### config.mk
export PLATFORM = sky130hd
export DESIGN_NAME = port_config
export DESIGN_NICKNAME = d
export VERILOG_FILES = /design/src/core/port_config_pkg.sv /design/src/core/port_config.sv
export VERILOG_INCLUDE_DIRS = /design/src /design/src/core
export SDC_FILE = /design/constraint.sdc
export NUM_CORES = 1
export LEC_CHECK = 0
export ABC_CLOCK_PERIOD_IN_PS = 4200
export CAP_MARGIN = 10
export CELL_PAD_IN_SITES_DETAIL_PLACEMENT = 1
export CELL_PAD_IN_SITES_GLOBAL_PLACEMENT = 2
export CORE_ASPECT_RATIO = 0.9
export CORE_MARGIN = 4
export CORE_UTILIZATION = 40
export DETAILED_ROUTE_END_ITERATION = 16
export DONT_BUFFER_PORTS = 1
export HOLD_SLACK_MARGIN = 0.02
export PLACE_DENSITY_LB_ADDON = 0.1
export SLEW_MARGIN = 10
export SYNTH_ARGS = -nofsm -noshare
export SYNTH_HDL_FRONTEND = slang
export SYNTH_SLANG_ARGS = --single-unit
### constraint.sdc
create_clock -name mclk_i -period 4.2 [get_ports mclk_i]
set_input_delay 0.21 -clock mclk_i [delete_from_list [all_inputs] [get_ports mclk_i]]
set_output_delay 0.21 -clock mclk_i [all_outputs]
set_load 0.02 [all_outputs]
### src/core/port_config_cfg.svh
`ifndef PORT_CONFIG_CFG_SVH
`define PORT_CONFIG_CFG_SVH

// Register indices on the plain register port.
`define REG_GENERAL_CTRL    5'h00
`define REG_SERVICE_REQ     5'h01
`define REG_PORT_A_DIR      5'h02
`define REG_PORT_B_DIR      5'h03
`define REG_PORT_C_DIR      5'h04
`define REG_VECTOR_BASE     5'h05
`define REG_PORT_A_CTRL     5'h06
`define REG_PORT_B_CTRL     5'h07
`define REG_LATCH_STATUS    5'h08

// Reset values.
`define RST_ZERO            8'h00
`define RST_VECTOR          8'h0f

// General control fields.
`define GC_MODE_HI          7
`define GC_MODE_LO          6
`define GC_PAIR34_BIT       5
`define GC_PAIR12_BIT       4

// Service request fields.
`define SR_USED_MASK        8'h7f
`define SR_PINSEL_HI        4
`define SR_PINSEL_LO        3
`define SR_PRIO_HI          2
`define SR_PRIO_LO          0

// Port control fields.
`define PC_SUB_HI           7
`define PC_SUB_LO           6
`define PC_LINE_HI          5
`define PC_LINE_LO          3
`define PC_IRQ_BIT          2
`define PC_SVC_BIT          1
`define PC_STAT_BIT         0

// Vector register keeps only its upper six bits.
`define VEC_MASK            8'hfc

`endif

### src/core/port_config_pkg.sv
package port_config_pkg;

    typedef enum logic [1:0] {
        MODE_UNI8  = 2'h0,
        MODE_UNI16 = 2'h1,
        MODE_BID8  = 2'h2,
        MODE_BID16 = 2'h3
    } port_mode_type;

    typedef enum logic [2:0] {
        LINE_STATUS_IN  = 3'h1,
        LINE_NEGATED    = 3'h2,
        LINE_ASSERTED   = 3'h4
    } line_kind_type;

    // Decoded behaviour of one controlled handshake line.
    typedef struct packed {
        logic out_en;
        logic level;
        logic interlocked;
        logic pulsed;
        logic output_type;
    } line_ctrl_type;

    // Fill state of the output latches of one port.
    typedef struct packed {
        logic initial_full;
        logic final_full;
    } latch_state_type;

    typedef struct packed {
        logic [7:0] general;
        logic [7:0] service;
        logic [7:0] dir_a;
        logic [7:0] dir_b;
        logic [7:0] dir_c;
        logic [7:0] vector;
        logic [7:0] ctrl_a;
        logic [7:0] ctrl_b;
        logic [7:0] rdata;
    } regs_type;

endpackage

### src/core/port_config.sv
// Functional notes
// - Pin select routes pins five, six functions.
// - Priority field orders four status flags.
// - Port A direction bit: 0 in, 1 out.
// - Port A direction ignored in mode 3.
// - Reset clears port A direction.
// - Port B direction ignored modes 2, 3.
// - Port C direction per pin, all modes.
// - Reset clears port C direction.
// - Vector keeps six bits, low two zero.
// - Vector reads 0F until first write.
// - Normal vector read has no side effect.
// - Port A control field layout, reset zero.
// - Enable bits gate interrupts and DMA requests.
// - Mode 0 submodes 00/01 line control.
// - Submode 1X and mode 1: static line.
// - Mode 0 sub 01 flag one from A latches.
// - Modes 2, 3 line always handshake output.
// - Mode 2 flag one from B latches.
// - Mode 3 flag one from all latches.
// - Port B control mirrors A, no read effect.
// - Mode field selects four port modes.
// - Pair enables at bits five and four.
`include "port_config_cfg.svh"
`timescale 1ns/100ps
`default_nettype none

module port_config (
    input  wire logic                          mclk_i,
    input  wire logic                          rst_i,
    input  wire logic [4:0]                    addr_i,
    input  wire logic [7:0]                    wdata_i,
    input  wire logic                          wr_i,
    input  wire logic                          rd_i,
    output logic      [7:0]                    rdata_o,
    input  wire logic [3:0]                    status_flags_i,
    input  wire logic [3:0]                    latch_full_i,
    output logic      [1:0]                    port_mode_o,
    output logic                               pair_one_two_enable_o,
    output logic                               pair_three_four_enable_o,
    output logic      [7:0]                    port_a_dir_eff_o,
    output logic      [7:0]                    port_b_dir_eff_o,
    output logic      [7:0]                    port_c_dir_o,
    output logic                               port_c_pin_five_irq_o,
    output logic                               port_c_pin_six_ack_o,
    output logic      [1:0]                    service_select_o,
    output logic      [7:0]                    prio_order_o,
    output logic      [5:0]                    vector_upper_o,
    output port_config_pkg::line_ctrl_type     line_2_ctrl_o,
    output port_config_pkg::line_ctrl_type     line_4_ctrl_o,
    output logic                               line_1_service_en_o,
    output logic                               line_2_irq_en_o,
    output logic                               line_3_service_en_o,
    output logic                               line_4_irq_en_o,
    output logic                               status_flag_1_o,
    output logic                               status_flag_3_o
);

    port_config_pkg::regs_type  r_q;
    port_config_pkg::regs_type  r_d;
    logic                       vec_written_q;
    logic                       vec_written_d;

    // Decodes a controlled line from its three control bits, the mode and submode.
    function automatic port_config_pkg::line_ctrl_type line_decode(input logic [2:0] c,
                                                                    input logic [1:0] mode,
                                                                    input logic [1:0] sub);
        port_config_pkg::line_ctrl_type l;
        l = '0;
        if (mode[1]) begin
            l.out_en      = 1'b1;
            l.output_type = 1'b1;
            l.interlocked = ~c[0];
            l.pulsed      = c[0];
        end else if (mode == 2'h0 && !sub[1] && c[2] && c[1]) begin
            l.out_en      = 1'b1;
            l.output_type = sub[0];
            l.interlocked = ~c[0];
            l.pulsed      = c[0];
        end else if (c[2]) begin
            l.out_en = 1'b1;
            l.level  = c[0];
        end
        return l;
    endfunction

    // Returns the flag numbers 1 to 4, two bits each as index 0 to 3, highest first.
    function automatic logic [7:0] prio_decode(input logic [2:0] p);
        logic [1:0] hi0;
        logic [1:0] hi1;
        logic [1:0] lo0;
        logic [1:0] lo1;
        hi0 = p[2] ? {1'b1, p[1]} : {1'b0, p[0]};
        hi1 = p[2] ? {1'b1, ~p[1]} : {1'b0, ~p[0]};
        lo0 = p[2] ? {1'b0, p[0]} : {1'b1, p[1]};
        lo1 = p[2] ? {1'b0, ~p[0]} : {1'b1, ~p[1]};
        return {hi0, hi1, lo0, lo1};
    endfunction

    // Flag one or three over the latches in use_mask: any of them free, or all of them empty.
    function automatic logic fill_flag(input logic both_empty, input logic [3:0] full, input logic [3:0] use_mask);
        logic [3:0] f;
        f = full & use_mask;
        return both_empty ? (f == 4'h0) : (f != use_mask);
    endfunction

    always_comb begin
        r_d           = r_q;
        vec_written_d = vec_written_q;
        r_d.rdata     = `RST_ZERO;
        if (wr_i) begin
            case (addr_i)
                `REG_GENERAL_CTRL: r_d.general = wdata_i;
                `REG_SERVICE_REQ:  r_d.service = wdata_i & `SR_USED_MASK;
                `REG_PORT_A_DIR:   r_d.dir_a   = wdata_i;
                `REG_PORT_B_DIR:   r_d.dir_b   = wdata_i;
                `REG_PORT_C_DIR:   r_d.dir_c   = wdata_i;
                `REG_VECTOR_BASE: begin
                    r_d.vector    = wdata_i & `VEC_MASK;
                    vec_written_d = 1'b1;
                end
                `REG_PORT_A_CTRL:  r_d.ctrl_a  = wdata_i;
                `REG_PORT_B_CTRL:  r_d.ctrl_b  = wdata_i;
                default: ;
            endcase
        end
        if (rd_i) begin
            case (addr_i)
                `REG_GENERAL_CTRL: r_d.rdata = r_q.general;
                `REG_SERVICE_REQ:  r_d.rdata = r_q.service;
                `REG_PORT_A_DIR:   r_d.rdata = r_q.dir_a;
                `REG_PORT_B_DIR:   r_d.rdata = r_q.dir_b;
                `REG_PORT_C_DIR:   r_d.rdata = r_q.dir_c;
                `REG_VECTOR_BASE:  r_d.rdata = r_q.vector;
                `REG_PORT_A_CTRL:  r_d.rdata = r_q.ctrl_a;
                `REG_PORT_B_CTRL:  r_d.rdata = r_q.ctrl_b;
                `REG_LATCH_STATUS: r_d.rdata = {status_flag_3_o, status_flag_1_o, 2'h0, latch_full_i};
                default:           r_d.rdata = `RST_ZERO;
            endcase
        end
    end

    always_ff @(posedge mclk_i) begin
        if (rst_i) begin
            r_q.general   <= `RST_ZERO;
            r_q.service   <= `RST_ZERO;
            r_q.dir_a     <= `RST_ZERO;
            r_q.dir_b     <= `RST_ZERO;
            r_q.dir_c     <= `RST_ZERO;
            r_q.vector    <= `RST_VECTOR;
            r_q.ctrl_a    <= `RST_ZERO;
            r_q.ctrl_b    <= `RST_ZERO;
            r_q.rdata     <= `RST_ZERO;
            vec_written_q <= 1'b0;
        end else begin
            r_q           <= r_d;
            vec_written_q <= vec_written_d;
        end
    end

    logic [1:0] mode;
    assign mode = r_q.general[`GC_MODE_HI:`GC_MODE_LO];

    assign rdata_o     = r_q.rdata;
    assign port_mode_o = mode;
    assign pair_three_four_enable_o = r_q.general[`GC_PAIR34_BIT];
    assign pair_one_two_enable_o    = r_q.general[`GC_PAIR12_BIT];

    assign port_a_dir_eff_o = (mode == 2'h3) ? `RST_ZERO : r_q.dir_a;
    assign port_b_dir_eff_o = mode[1] ? `RST_ZERO : r_q.dir_b;
    assign port_c_dir_o     = r_q.dir_c;

    assign port_c_pin_five_irq_o = r_q.service[`SR_PINSEL_LO];
    assign port_c_pin_six_ack_o  = r_q.service[`SR_PINSEL_HI];
    assign service_select_o      = r_q.service[6:5];
    assign prio_order_o   = prio_decode(r_q.service[`SR_PRIO_HI:`SR_PRIO_LO]);
    assign vector_upper_o = r_q.vector[7:2];

    assign line_2_ctrl_o = line_decode(r_q.ctrl_a[`PC_LINE_HI:`PC_LINE_LO], mode, r_q.ctrl_a[`PC_SUB_HI:`PC_SUB_LO]);
    assign line_4_ctrl_o = line_decode(r_q.ctrl_b[`PC_LINE_HI:`PC_LINE_LO], mode, r_q.ctrl_b[`PC_SUB_HI:`PC_SUB_LO]);

    assign line_1_service_en_o = r_q.ctrl_a[`PC_SVC_BIT];
    assign line_2_irq_en_o     = r_q.ctrl_a[`PC_IRQ_BIT];
    assign line_3_service_en_o = r_q.ctrl_b[`PC_SVC_BIT];
    assign line_4_irq_en_o     = r_q.ctrl_b[`PC_IRQ_BIT];

    // Latch inputs: bit0 A initial, bit1 A final, bit2 B initial, bit3 B final.
    logic flag1_c;
    logic flag3_c;
    always_comb begin
        flag1_c = 1'b0;
        flag3_c = 1'b0;
        case (mode)
            2'h0: flag1_c = (r_q.ctrl_a[7:6] == 2'h1) &&
                            fill_flag(r_q.ctrl_a[`PC_STAT_BIT], latch_full_i, 4'h3);
            2'h2: flag1_c = fill_flag(r_q.ctrl_a[`PC_STAT_BIT], latch_full_i, 4'hc);
            2'h3: flag1_c = fill_flag(r_q.ctrl_a[`PC_STAT_BIT], latch_full_i, 4'hf);
            default: flag1_c = 1'b0;
        endcase
        if (mode == 2'h0 && r_q.ctrl_b[7:6] == 2'h1) begin
            flag3_c = fill_flag(r_q.ctrl_b[`PC_STAT_BIT], latch_full_i, 4'hc);
        end else if (mode == 2'h1 && r_q.ctrl_b[6]) begin
            flag3_c = fill_flag(r_q.ctrl_b[`PC_STAT_BIT], latch_full_i, 4'hf);
        end
    end
    assign status_flag_1_o = flag1_c;
    assign status_flag_3_o = flag3_c;

    vector_reset_a: assert property (@(posedge mclk_i) disable iff (rst_i)
        (!vec_written_q && $past(rd_i) && $past(addr_i) == `REG_VECTOR_BASE && !$past(rst_i))
        |-> rdata_o == 8'h0f) else $error("vector not 0f before write");
    vector_mask_a: assert property (@(posedge mclk_i) disable iff (rst_i)
        (wr_i && addr_i == `REG_VECTOR_BASE) ##1 (rd_i && addr_i == `REG_VECTOR_BASE && !wr_i)
        |=> rdata_o == ($past(wdata_i, 2) & 8'hfc)) else $error("vector readback wrong");
    dir_a_ignore_a: assert property (@(posedge mclk_i) disable iff (rst_i)
        (mode == 2'h3) |-> port_a_dir_eff_o == 8'h00) else $error("port A direction used in mode 3");
    dir_b_ignore_a: assert property (@(posedge mclk_i) disable iff (rst_i)
        (mode[1]) |-> port_b_dir_eff_o == 8'h00) else $error("port B direction used");
    dir_a_reset_a: assert property (@(posedge mclk_i)
        ($past(rst_i) && !rst_i) |-> (r_q.dir_a == 8'h00 && r_q.dir_c == 8'h00)) else $error("direction not cleared");
    line_bidir_a: assert property (@(posedge mclk_i) disable iff (rst_i)
        mode[1] |-> (line_2_ctrl_o.out_en && line_2_ctrl_o.pulsed == r_q.ctrl_a[3])) else $error("line 2 not output");
    line_static_a: assert property (@(posedge mclk_i) disable iff (rst_i)
        (mode == 2'h1 && r_q.ctrl_a[5]) |-> (line_2_ctrl_o.level == r_q.ctrl_a[3] && !line_2_ctrl_o.pulsed))
        else $error("line 2 static level wrong");
    flag_all_a: assert property (@(posedge mclk_i) disable iff (rst_i)
        (mode == 2'h3 && r_q.ctrl_a[0]) |-> status_flag_1_o == (latch_full_i == 4'h0)) else $error("flag 1 mode 3 wrong");
    prio_top_a: assert property (@(posedge mclk_i) disable iff (rst_i)
        (r_q.service[2:0] == 3'h6) |-> prio_order_o == 8'he1) else $error("priority order wrong");

    dir_a_store_a: assert property (@(posedge mclk_i) disable iff (rst_i)
        (wr_i && addr_i == `REG_PORT_A_DIR) |=> r_q.dir_a == $past(wdata_i))
        else $error("port A direction not stored");
    dir_b_store_a: assert property (@(posedge mclk_i) disable iff (rst_i)
        (wr_i && addr_i == `REG_PORT_B_DIR) |=> r_q.dir_b == $past(wdata_i))
        else $error("port B direction not stored");
    dir_c_store_a: assert property (@(posedge mclk_i) disable iff (rst_i)
        (wr_i && addr_i == `REG_PORT_C_DIR) |=> port_c_dir_o == $past(wdata_i))
        else $error("port C direction not stored");
    dir_a_pass_a: assert property (@(posedge mclk_i) disable iff (rst_i)
        (mode != 2'h3) |-> port_a_dir_eff_o == r_q.dir_a)
        else $error("port A direction not applied");
    dir_b_pass_a: assert property (@(posedge mclk_i) disable iff (rst_i)
        (!mode[1]) |-> port_b_dir_eff_o == r_q.dir_b)
        else $error("port B direction not applied");
    dir_c_reset_a: assert property (@(posedge mclk_i)
        ($past(rst_i) && !rst_i) |-> port_c_dir_o == 8'h00)
        else $error("port C direction not cleared");
    ctrl_a_reset_a: assert property (@(posedge mclk_i)
        ($past(rst_i) && !rst_i) |-> r_q.ctrl_a == 8'h00)
        else $error("port A control not cleared");
    ctrl_b_reset_a: assert property (@(posedge mclk_i)
        ($past(rst_i) && !rst_i) |-> r_q.ctrl_b == 8'h00)
        else $error("port B control not cleared");
    vec_reset_val_a: assert property (@(posedge mclk_i)
        ($past(rst_i) && !rst_i) |-> r_q.vector == 8'h0f)
        else $error("vector reset value wrong");
    vec_low_zero_a: assert property (@(posedge mclk_i) disable iff (rst_i)
        vec_written_q |-> r_q.vector[1:0] == 2'h0)
        else $error("vector low bits not zero");
    vec_keep_a: assert property (@(posedge mclk_i) disable iff (rst_i)
        (wr_i && addr_i == `REG_VECTOR_BASE) |=> vector_upper_o == $past(wdata_i[7:2]))
        else $error("vector upper bits lost");
    read_quiet_a: assert property (@(posedge mclk_i) disable iff (rst_i)
        (rd_i && !wr_i) |=> ($stable(r_q.vector) && $stable(vec_written_q)))
        else $error("vector read had a side effect");
    read_b_quiet_a: assert property (@(posedge mclk_i) disable iff (rst_i)
        (rd_i && !wr_i) |=> $stable(r_q.ctrl_b))
        else $error("port B control read had a side effect");
    rdata_idle_a: assert property (@(posedge mclk_i) disable iff (rst_i)
        (!$past(rd_i)) |-> rdata_o == 8'h00)
        else $error("read data without read strobe");
    pin_sel_a: assert property (@(posedge mclk_i) disable iff (rst_i)
        (wr_i && addr_i == `REG_SERVICE_REQ)
        |=> (port_c_pin_five_irq_o == $past(wdata_i[3]) && port_c_pin_six_ack_o == $past(wdata_i[4])))
        else $error("interrupt pin select wrong");
    prio_base_a: assert property (@(posedge mclk_i) disable iff (rst_i)
        (r_q.service[2:0] == 3'h0) |-> prio_order_o == 8'h1b)
        else $error("default priority order wrong");
    prio_swap_a: assert property (@(posedge mclk_i) disable iff (rst_i)
        (r_q.service[2:0] == 3'h5) |-> prio_order_o == 8'hb4)
        else $error("priority order five wrong");
    gate_a_a: assert property (@(posedge mclk_i) disable iff (rst_i)
        (wr_i && addr_i == `REG_PORT_A_CTRL)
        |=> (line_1_service_en_o == $past(wdata_i[1]) && line_2_irq_en_o == $past(wdata_i[2])))
        else $error("port A request enables wrong");
    gate_b_a: assert property (@(posedge mclk_i) disable iff (rst_i)
        (wr_i && addr_i == `REG_PORT_B_CTRL)
        |=> (line_3_service_en_o == $past(wdata_i[1]) && line_4_irq_en_o == $past(wdata_i[2])))
        else $error("port B request enables wrong");
    line_in_hand_a: assert property (@(posedge mclk_i) disable iff (rst_i)
        (mode == 2'h0 && r_q.ctrl_a[7:6] == 2'h0 && r_q.ctrl_a[5:4] == 2'h3)
        |-> (line_2_ctrl_o.out_en && !line_2_ctrl_o.output_type && line_2_ctrl_o.pulsed == r_q.ctrl_a[3]))
        else $error("line 2 input handshake wrong");
    line_out_hand_a: assert property (@(posedge mclk_i) disable iff (rst_i)
        (mode == 2'h0 && r_q.ctrl_a[7:6] == 2'h1 && r_q.ctrl_a[5:4] == 2'h3)
        |-> (line_2_ctrl_o.out_en && line_2_ctrl_o.output_type && line_2_ctrl_o.interlocked == !r_q.ctrl_a[3]))
        else $error("line 2 output handshake wrong");
    line_input_a: assert property (@(posedge mclk_i) disable iff (rst_i)
        (!mode[1] && !r_q.ctrl_a[5]) |-> !line_2_ctrl_o.out_en)
        else $error("line 2 driven while input");
    line_sub1x_a: assert property (@(posedge mclk_i) disable iff (rst_i)
        (mode == 2'h0 && r_q.ctrl_a[7] && r_q.ctrl_a[5])
        |-> (line_2_ctrl_o.out_en && line_2_ctrl_o.level == r_q.ctrl_a[3] && !line_2_ctrl_o.interlocked))
        else $error("line 2 submode 1X level wrong");
    flag_a_latch_a: assert property (@(posedge mclk_i) disable iff (rst_i)
        (mode == 2'h0 && r_q.ctrl_a[7:6] == 2'h1 && !r_q.ctrl_a[0])
        |-> status_flag_1_o == (latch_full_i[1:0] != 2'h3))
        else $error("flag 1 mode 0 wrong");
    flag_b_latch_a: assert property (@(posedge mclk_i) disable iff (rst_i)
        (mode == 2'h2 && r_q.ctrl_a[0]) |-> status_flag_1_o == (latch_full_i[3:2] == 2'h0))
        else $error("flag 1 mode 2 wrong");
    flag_off_a: assert property (@(posedge mclk_i) disable iff (rst_i)
        (mode == 2'h1) |-> !status_flag_1_o)
        else $error("flag 1 set in mode 1");
    mode_field_a: assert property (@(posedge mclk_i) disable iff (rst_i)
        (wr_i && addr_i == `REG_GENERAL_CTRL) |=> port_mode_o == $past(wdata_i[7:6]))
        else $error("port mode not taken");
    pair_bits_a: assert property (@(posedge mclk_i) disable iff (rst_i)
        (wr_i && addr_i == `REG_GENERAL_CTRL)
        |=> (pair_three_four_enable_o == $past(wdata_i[5]) && pair_one_two_enable_o == $past(wdata_i[4])))
        else $error("pair enables not taken");

endmodule

`default_nettype wire

==> flow_summary.toml, run 1 <==
[pwr]
irDropWorstVdd_uv = 184
pwr_density_cell_nw_per_um2 = 362
leakage_uw = 0.00152

[placed_design]
gp_congestion = 0.760
pre_cts_ws_ps = 2160
io_buffers = 0
postPlaceCellArea_um2 = 3500
hpwlAfterDp_um = 7680

[synthesis]
ys_async_sr_fraction_pct = 0
ys_dominant_reg_cell = "sky130_fd_sc_hd__dfxtp_1"
yosysSeqAreaShare_pct = 38.1
postSynthNetCount = 442
ys_ff_latch = 70
netlist_instances = 417
syn-cell-area_um2 = 3670
netlist-cell-type-count = 44
synth_edf_count = 0
synth_area_per_cell_um2 = 8.81
ys_warn_count = 0

[critical_path]
timing.reg2reg.setup_slack_ps = 2200
slowest_delay_ps = 1040
worstPathRequired_ps = 3990
setup.worst_path.class = "register to output port"
reg2reg_capture_point = "rdata_o[6]$_SDFF_PP0_"
worst-r2r-cell-count = 3
critPathCaptureType = "output port"
crit_path_start_kind = "register"
cp_cell_sequence = "nand2_1 > and2_1"
crit_path_top_delay_cell = "sky130_fd_sc_hd__dfxtp_1"
critical_path.max_fanout = 22
arrival_ps = 2160
rr_startpoint = "port_mode_o[1]$_SDFFE_PP0P_"

[global_route]
grt_start_max_net_pins = 63
global_route.usage.total_pct = 22.4
number_of_antenna_violations_at_the_first_check_in_global_routing = 0
gr_overflow_total = 0
grt_pass1_wl_um = 18500
vias_in_the_first_global_route = 3030

[floorplanning]
fp-row-count = 32
start_util_pct = 41.9
die_w_um = 109
die_h_um = 98.9
coreArea_um2 = 8770
design.portCount = 95
die_area_um2 = 10800

[finish]
design.final.nets = 409
area_growth_pct = 4.97
postLayoutCellArea_um2 = 3860
layout.core_utilization_pct = 44.0
antennaDiodeCount = 0
share_of_layout_cells_above_drive_strength_1_pct = 11.3

[route]
routed_length_per_instance_um = 23.3
ant_nets = 0
avgViaCountPerCell = 5.83
finalWirelength_um = 11800
vias = 2961
drt_first_pass_iters = 4
drtIter0Drc = 168
post_detailed_route_drc_marker_count = 0

[run_status]
status = "complete, no violations"

[clocking]
cts-buffers-inserted = 9
cts_buffer_depth = 2
cts_tree = "built"
clock_tree_root_driver_cell = "sky130_fd_sc_hd__clkbuf_8"
clock_edge_transition_at_the_registers_on_the_reported_setup_and_hold_paths_ps = 70
clock_sink_count = 70
cts_max_level = 3
clock_latency_ps = 340
number_of_instances_resized_during_post_cts_repair = 0

[sta]
final_hold_viol_count = 0
post-route-worst-setup-slack_ps = 1830
final.min_clock_period_ps = 2370
max-slew-margin-rel_pct = 27.5
report.final.slew_viol_count = 0
worst-slew-pin-transition_ps = 1090
report.final.setup_viol = 0
fmaxAchievable_mhz = 422
grt_setup_unrepaired = "false"
final.setup.tns_ps = 0
finClkSkew_ps = 9.15
timing.final.crit_share_pct = 56.4

[worst_hold_path]
hold_path_depth = 2
hold_path_startpoint = "wdata_i[1]"
holdPathEnd = "port_c_dir_o[1]$_SDFFE_PP0P_"
hold_path.class = "input pin to register"

[flow_run]
drv_cap = 0
## critical path, delay by kind of cell (launching register included)
kind | cells | cell delay, ps
simple gates | 2 | 790
flops | 1 | 1040
## through the flow
stage                     std cells  total power, uW  hold WS, ps
after floorplan                 417              760          354
after global placement          481              747          287
after detailed placement        481              747          288
after CTS                       508             1410         20.5
after global routing            508             1450         30.0
final                           508             1400         27.8
## repair_timing
item,4_1_cts,5_1_grt
hold buffers,11,0
setup buffers,0,0
endpoints found under the hold margin,62,0
## how the worst max path moves through the flow
stage / from / end / depth (start not counted)
finish: port_mode_o[1]$_SDFFE_PP0P_ / port_a_dir_eff_o[0] / 2
CTS: port_mode_o[1]$_SDFFE_PP0P_ / port_a_dir_eff_o[7] / 2
global route: port_mode_o[1]$_SDFFE_PP0P_ / port_a_dir_eff_o[0] / 2
global placement: port_mode_o[1]$_SDFFE_PP0P_ / port_a_dir_eff_o[6] / 2
detailed placement: port_mode_o[1]$_SDFFE_PP0P_ / port_a_dir_eff_o[7] / 2
floorplan: r_q[16]$_SDFFE_PP0P_ / status_flag_1_o / 3
## cells in the mapped netlist, types with 4 or more instances
| library cell | count | share of area (%) |
|---|---|---|
| sky130_fd_sc_hd__nand2_1 | 33 | 3.4 |
| sky130_fd_sc_hd__nor2b_1 | 15 | 2.6 |
| sky130_fd_sc_hd__buf_2 | 12 | 1.6 |
| sky130_fd_sc_hd__mux4_2 | 6 | 3.7 |
| sky130_fd_sc_hd__nand3_1 | 26 | 3.5 |
| sky130_fd_sc_hd__dfxtp_1 | 70 | 38 |
| sky130_fd_sc_hd__mux2i_1 | 42 | 11 |
| sky130_fd_sc_hd__clkbuf_1 | 14 | 1.4 |
| sky130_fd_sc_hd__inv_1 | 7 | 0.72 |
| sky130_fd_sc_hd__o21ai_0 | 4 | 0.54 |
| sky130_fd_sc_hd__nor2_1 | 50 | 5.1 |
| sky130_fd_sc_hd__and2_1 | 12 | 2.0 |
| sky130_fd_sc_hd__a21oi_1 | 28 | 3.8 |
| sky130_fd_sc_hd__mux2_2 | 8 | 2.5 |
| sky130_fd_sc_hd__a31oi_1 | 4 | 0.68 |
| sky130_fd_sc_hd__and3_1 | 5 | 0.85 |
| sky130_fd_sc_hd__nand3b_1 | 6 | 1.2 |
| sky130_fd_sc_hd__buf_4 | 32 | 6.5 |
## layer usage
metal / vias to the layer above / track usage (%) / part of all wire, %
met1: 1495 / 29.6 / 44
met3: 9 / 5.70 / 6.7
met4: 0 / 4.76 / 0.97
met5: - / 0 / 0
li1: 1370 / - / -
met2: 87 / 36.6 / 49
## report_power, final
part           internal (uW)  switching [uW]
clock                    367             270
sequential               668            8.15
combinational           34.2            48.0
## cell families (layout without fill, tap and decap cells)
logic type | after synthesis | in the layout | synth area share [%]
adder cells (fa/ha/maj) | 1 | 1 | 0.272
AND/OR/NAND/NOR | 162 | 162 | 22.6
AO/OA/AOI/OAI | 62 | 62 | 11.0
multiplexers | 56 | 56 | 17.6
buffers and inverters | 66 | 38 | 10.4
flip-flops | 70 | 70 | 38.1
## final cells by class
class	count	area, um^2
Sequential cell	70	1400
Multi-Input combinational cell	281	1890
Fill cell	1016	4910
Tap cell	119	149
Clock buffer	11	151
Inverter	7	26.3
Timing Repair Buffer	15	158
Clock inverter	5	81.3
## state kept, by name (all words and copies together) (netlist names)
signal	count
r_q	36
port_c_dir_o	8
rdata_o	8
vector_upper_o	6
port_mode_o	2
service_select_o	2
line_1_service_en_o	1
line_2_irq_en_o	1
line_3_service_en_o	1
line_4_irq_en_o	1
pair_one_two_enable_o	1
pair_three_four_enable_o	1
port_c_pin_five_irq_o	1
port_c_pin_six_ack_o	1
## placed cells by master, fill, tap and decap left out, drive strengths merged, types with 5 or more instances in the layout
master / n
dfxtp: 70
nand3: 26
nand3b: 6
mux4: 6
and3: 5
nor2b: 15
inv: 7
mux2i: 42
a21oi: 28
dlygate4sd3: 10
nor2: 51
mux2: 8
and2: 12
nand2: 33
nand4: 5
buf: 5
clkbuf: 11
(Power assumes the default switching activity.)
==> inputs of run 2 (changes only) <==
ABC_CLOCK_PERIOD_IN_PS = 1900   (was 4200)
CORE_UTILIZATION = 33   (was 40)
clock period = 1.9 ns   (was 4.2 ns; I/O delays follow)
==> flow_summary.toml, run 2 (synthesis results as in run 1) <==
[global_route]
grt_pass1_wl_um = 19600
number_of_antenna_violations_at_the_first_check_in_global_routing = 0
grt_start_max_net_pins = 63
gr_overflow_total = 0
vias_in_the_first_global_route = 3147
global_route.usage.total_pct = 20.2

[clocking]
clock_tree_root_driver_cell = "sky130_fd_sc_hd__clkbuf_16"
clock_sink_count = 70
clock_latency_ps = 340
clock_edge_transition_at_the_registers_on_the_reported_setup_and_hold_paths_ps = 60
post-cts-setup-buffers = 0
cts_max_level = 3
cts_tree = "built"
cts-buffers-inserted = 9
cts_buffer_depth = 2

[sta]
finClkSkew_ps = 3.62
worst-slew-pin-transition_ps = 531
final.min_clock_period_ps = 1840
report.final.setup_viol = 0
grt_setup_unrepaired = "false"
report.final.slew_viol_count = 0
fmaxAchievable_mhz = 542
final.setup.tns_ps = 0
final_hold_viol_count = 0
fin_worst_hold_slack_ps = 51.5
timing.final.crit_share_pct = 97.0
max-slew-margin-rel_pct = 64.5

[route]
vias = 3011
drtIter0Drc = 130
finalWirelength_um = 12700
avgViaCountPerCell = 5.34
post_detailed_route_drc_marker_count = 0
ant_nets = 0
drt_first_pass_iters = 4
routed_length_per_instance_um = 22.5

[critical_path]
crit_path_start_kind = "register"
worst-r2r-cell-count = 5
reg2reg_capture_point = "rdata_o[3]$_SDFF_PP0_"
arrival_ps = 1750
critPathCaptureType = "output port"
setup.worst_path.class = "register to output port"
critical_path.max_fanout = 6
crit_path_end = "status_flag_1_o"
rr_startpoint = "vector_upper_o[1]$_SDFFE_PP1P_"
setup_crit_start = "r_q[16]$_SDFFE_PP0P_"
worstPathRequired_ps = 1800
timing.reg2reg.setup_slack_ps = 100

[placed_design]
gp_congestion = 0.798
io_buffers = 0
hpwlAfterDp_um = 8400

[finish]
layout.cells.most_common = "sky130_fd_sc_hd__dfxtp_1"
layout.cells.most_common_list = "sky130_fd_sc_hd__dfxtp_1 (68), sky130_fd_sc_hd__nor2_1 (50), sky130_fd_sc_hd__mux2i_1 (42)"
largest_register_ffs = 36
layout.area.seq_um2 = 1400
design.final.nets = 432
num-fill-cells = 1281
share_of_layout_cells_above_drive_strength_1_pct = 14.8
largest-register = "r_q"
area_growth_pct = 12.3
antennaDiodeCount = 0
area_of_the_multi_input_gates_um2 = 1890

[floorplanning]
coreArea_um2 = 10900
die_h_um = 108
die_w_um = 119
start_util_pct = 33.8
die_area_um2 = 12900
design.portCount = 95
fp-row-count = 36

[pwr]
irDropWorstVdd_uv = 393
leakage_uw = 0.00165
pwr_density_cell_nw_per_um2 = 793

[flow_run]
drv_cap = 0

[worst_hold_path]
hold_path.class = "input pin to register"

[run_status]
status = "complete, no violations"
[run 2: cell count changes in the layout (fill, tap and decap cells not counted), moves of 6 or more]
cell / before / now
sky130_fd_sc_hd__dlygate4sd3_1: 10 / 16
sky130_fd_sc_hd__clkbuf_8: 11 / 1
sky130_fd_sc_hd__buf_4: 4 / 21
sky130_fd_sc_hd__clkbuf_16: 0 / 9
[run 2: what timing repair did]
item / CTS / global route
gates resized for setup: 0 / 2
hold buffers: 17 / 0
endpoints found under the hold margin: 67 / 0
setup endpoints to repair: 0 / 2
[run 2: worst min-delay path by stage]
| stage | from | to | slack, ps | depth (start not counted) |
|---|---|---|---|---|
| 4_1_cts | latch_full_i[1] | rdata_o[1]$_SDFF_PP0_ | 30 | 2 |
| 2_1_floorplan | wdata_i[1] | line_1_service_en_o$_SDFFE_PP0P_ | 240 | 2 |
| 5_1_grt | latch_full_i[0] | rdata_o[0]$_SDFF_PP0_ | 50 | 2 |
| 6_report | addr_i[2] | rdata_o[6]$_SDFF_PP0_ | 50 | 2 |
| 3_3_place_gp | rst_i | r_q[50]$_SDFFE_PP0P_ | 170 | 1 |
| 3_5_place_dp | rst_i | r_q[58]$_SDFFE_PP0P_ | 170 | 1 |
[run 2: stage by stage]
stage          worst slack [ps]  cells  utilization, %  area, um^2  total power (uW)
6_report                   56.6    564            38.0        4120              3270
4_1_cts                    3.50    564            38.0        4120              3310
3_5_place_dp                375    531            33.8        3660              1660
5_1_grt                    2.30    564            38.0        4120              3390
3_3_place_gp                410    531            33.8        3660              1660
2_1_floorplan               410    417               -        3670              1680
[run 2: final cells by class]
class | count | area share [%]
well taps | 152 | 4.61
repair buffers | 38 | 8.37
flip-flops and latches | 70 | 34.0
multi-input cells | 281 | 45.8
clock inverters | 4 | 0.546
inverters | 7 | 0.637
clock buffers | 12 | 5.98
[run 2: report_power, final]
part | total (uW) | switching, uW | internal [uW]
Clock | 1560 | 652 | 913
Sequential | 1500 | 16.3 | 1480
Combinational | 211 | 123 | 87.8
[run 2: routing by layer]
layer  track usage (%)  wire, um  up-vias
met5                 0         0        -
met4              4.96       136        0
met3              5.91       755       13
met2              32.8      5890       73
met1              26.6      5890     1513
li1                  -         -     1412
[run 2: worst max-delay path, stage by stage, from the launching register on]
cell and delay, ps:
sky130_fd_sc_hd__dfxtp_2 350, sky130_fd_sc_hd__maj3_1 350, sky130_fd_sc_hd__or3b_2 450, sky130_fd_sc_hd__nand3_1 120, sky130_fd_sc_hd__buf_4 150
==> inputs of run 3 (changes only) <==
ABC_AREA = 1   (was not set)
CORE_UTILIZATION = 30   (was 33)
==> flow_summary.toml, run 3 <==
[run_status]
status = "complete, no violations"

[clocking]
clock_edge_transition_at_the_registers_on_the_reported_setup_and_hold_paths_ps = 50
cts_tree = "built"
cts-buffers-inserted = 9
post-cts-setup-buffers = 0
cts_buffer_depth = 2
clock_sink_count = 70
clock_latency_ps = 340
cts_max_level = 3
clock_tree_root_driver_cell = "sky130_fd_sc_hd__clkbuf_16"

[synthesis]
syn-cell-area_um2 = 3590
ys_dominant_reg_cell = "sky130_fd_sc_hd__dfxtp_1"
yosysTopAreaCellShare_pct = 39.1
synth_edf_count = 0
synthTopCellsByArea = "sky130_fd_sc_hd__dfxtp_1 (39%), sky130_fd_sc_hd__nand2_1 (12%), sky130_fd_sc_hd__nor2_1 (9.3%)"
yosysMostFrequentCell = "sky130_fd_sc_hd__nand2_1"
netlist_instances = 538
synth_area_per_cell_um2 = 6.67
ys_ff_latch = 70
synth_area_leader_cell = "sky130_fd_sc_hd__dfxtp_1"
postSynthNetCount = 563
yosysSeqAreaShare_pct = 39.1
list_of_most_frequent_post_synthesis_cells = "sky130_fd_sc_hd__nand2_1 (112), sky130_fd_sc_hd__nor2_1 (89), sky130_fd_sc_hd__dfxtp_1 (70)"
netlist-cell-type-count = 22
ys_warn_count = 0
ys_async_sr_fraction_pct = 0

[route]
post_detailed_route_drc_marker_count = 0
drtIter0Drc = 237
vias = 3316
routed_length_per_instance_um = 19.9
avgViaCountPerCell = 4.85
drt_first_pass_iters = 4
ant_nets = 0
finalWirelength_um = 13600

[floorplanning]
die_h_um = 112
coreArea_um2 = 11600
design.portCount = 95
fp-row-count = 37
die_area_um2 = 13800
die_w_um = 123
start_util_pct = 31.0

[finish]
design.final.nets = 554
layout.cells.non_filler = 684
layout.cells.most_common_list = "sky130_fd_sc_hd__nand2_1 (112), sky130_fd_sc_hd__nor2_1 (87), sky130_fd_sc_hd__dfxtp_1 (70)"
num-fill-cells = 1526
largest-register = "r_q"
area_growth_pct = 9.90
antennaDiodeCount = 0
layout.core_utilization_pct = 34.1
layout.cells.most_common = "sky130_fd_sc_hd__nand2_1"
largest_register_ffs = 36
share_of_layout_cells_above_drive_strength_1_pct = 9.85

[sta]
final.setup.tns_ps = 0
grt_setup_unrepaired = "true"
worst-slew-pin-transition_ps = 730
finClkSkew_ps = 8.28
fin_worst_hold_slack_ps = 45.0
final.min_clock_period_ps = 1780
timing.final.crit_share_pct = 93.6
final_hold_viol_count = 0
report.final.slew_viol_count = 0
fmaxAchievable_mhz = 562
max-slew-margin-rel_pct = 50.8
report.final.setup_viol = 0

[pwr]
power.net_switching_uw = 774
p_comb_share_pct = 7.1
power.sequential.fraction_pct = 47.2
clock_power_share_pct = 45.7
pwr_density_cell_nw_per_um2 = 810
total_power_uw = 3200
irDropWorstVdd_uv = 345
cellInternalPower_uw = 2420
power_switching_share_pct = 24.2
leakage_uw = 0.00159

[worst_hold_path]
hold_path.class = "input pin to register"
hold_path_startpoint = "wr_i"

[placed_design]
placed_instances = 662
gp_congestion = 0.902
io_buffers = 0
hpwlAfterDp_um = 10100

[global_route]
gr_overflow_total = 0
vias_in_the_first_global_route = 3358
global_route.usage.total_pct = 20.4
number_of_antenna_violations_at_the_first_check_in_global_routing = 1
grt_pass1_wl_um = 20700
grt_start_max_net_pins = 28

[critical_path]
setup.worst_path.class = "register to output port"
critical_path.max_fanout = 4
worstPathRequired_ps = 1800
critPathCaptureType = "output port"
crit_path_start_kind = "register"
setup_crit_start = "port_mode_o[1]$_SDFFE_PP0P_"
rr_startpoint = "port_mode_o[1]$_SDFFE_PP0P_"
arrival_ps = 1680

[flow_run]
drv_cap = 0
-- run 3: cell types whose count changed after synthesis, moves of 12 or more --
cell	before	now
sky130_fd_sc_hd__a21oi_1	28	49
sky130_fd_sc_hd__and2_1	12	0
sky130_fd_sc_hd__inv_1	7	48
sky130_fd_sc_hd__mux2i_1	42	0
sky130_fd_sc_hd__nand2_1	33	112
sky130_fd_sc_hd__nor2_1	50	89
sky130_fd_sc_hd__nor2b_1	15	0
sky130_fd_sc_hd__o21ai_0	4	27
sky130_fd_sc_hd__o21ai_1	0	32
-- run 3: logic make-up (layout without fill, tap and decap cells) --
kind of cell / count (synthesis) / count (layout) / synth area share [%]
simple gates: 257 / 257 / 31.4
compound gates: 108 / 108 / 15.1
buf+inv: 103 / 93 / 14.5
flops: 70 / 70 / 39.1
-- run 3: power by group through the flow --
stage	registers, uW	logic (uW)	clock network [uW]
2_1_floorplan	1530	154	0
3_3_place_gp	1540	166	0
3_5_place_dp	1540	169	0
4_1_cts	1510	229	1510
5_1_grt	1510	249	1570
6_report	1510	226	1460
-- run 3: stage by stage --
| stage | instance area (um^2) | setup slack, ps |
|---|---|---|
| floorplan | 3590 | 550 |
| global placement | 3580 | 442 |
| detailed placement | 3580 | 410 |
| CTS | 3940 | 63.8 |
| global route | 3940 | -32.8 |
| finish | 3940 | 121 |
-- run 3: path summary, 6_finish.rpt --
kind / end / slack, ps / cells after the start
hold / removal: r_q[25]$_SDFFE_PP1P_ / 40 / 3
hold reg to reg: r_q[25]$_SDFFE_PP1P_ / 460 / 2
setup reg to reg: rdata_o[6]$_SDFF_PP0_ / 440 / 9
setup / recovery: line_2_ctrl_o[1] / 120 / 7
-- run 3: area by class of cell --
cell class / instances / area [um^2] / area share, %
tap: 156 / 195 / 4.95
clock buffer: 10 / 239 / 6.06
inverter: 58 / 218 / 5.52
timing repair buffer: 25 / 218 / 5.52
multi-input combinational: 365 / 1670 / 42.4
sequential: 70 / 1400 / 35.5
-- run 3: worst max-delay path, stage by stage (launching register included) --
cell and delay, ps:
sky130_fd_sc_hd__dfxtp_1 410, sky130_fd_sc_hd__clkinv_1 100, sky130_fd_sc_hd__nand2_1 60, sky130_fd_sc_hd__nor2_1 200, sky130_fd_sc_hd__nand3_1 120, sky130_fd_sc_hd__nand2_1 100, sky130_fd_sc_hd__inv_1 50, sky130_fd_sc_hd__nor2_1 300
-- run 3: what timing repair did --
| action | CTS | global route |
|---|---|---|
| resized for setup | 0 | 2 |
| setup endpoints to repair | 0 | 4 |
| hold endpoints to repair | 61 | 0 |
| hold buffers | 12 | 0 |
-- run 3: per-layer routing --
layer	up-vias	GRT usage [%]	wire length, um
met5	-	0	7
met4	2	6.20	235
met3	20	5.69	962
met2	97	31.9	6190
met1	1539	27.2	6190
li1	1658	-	-
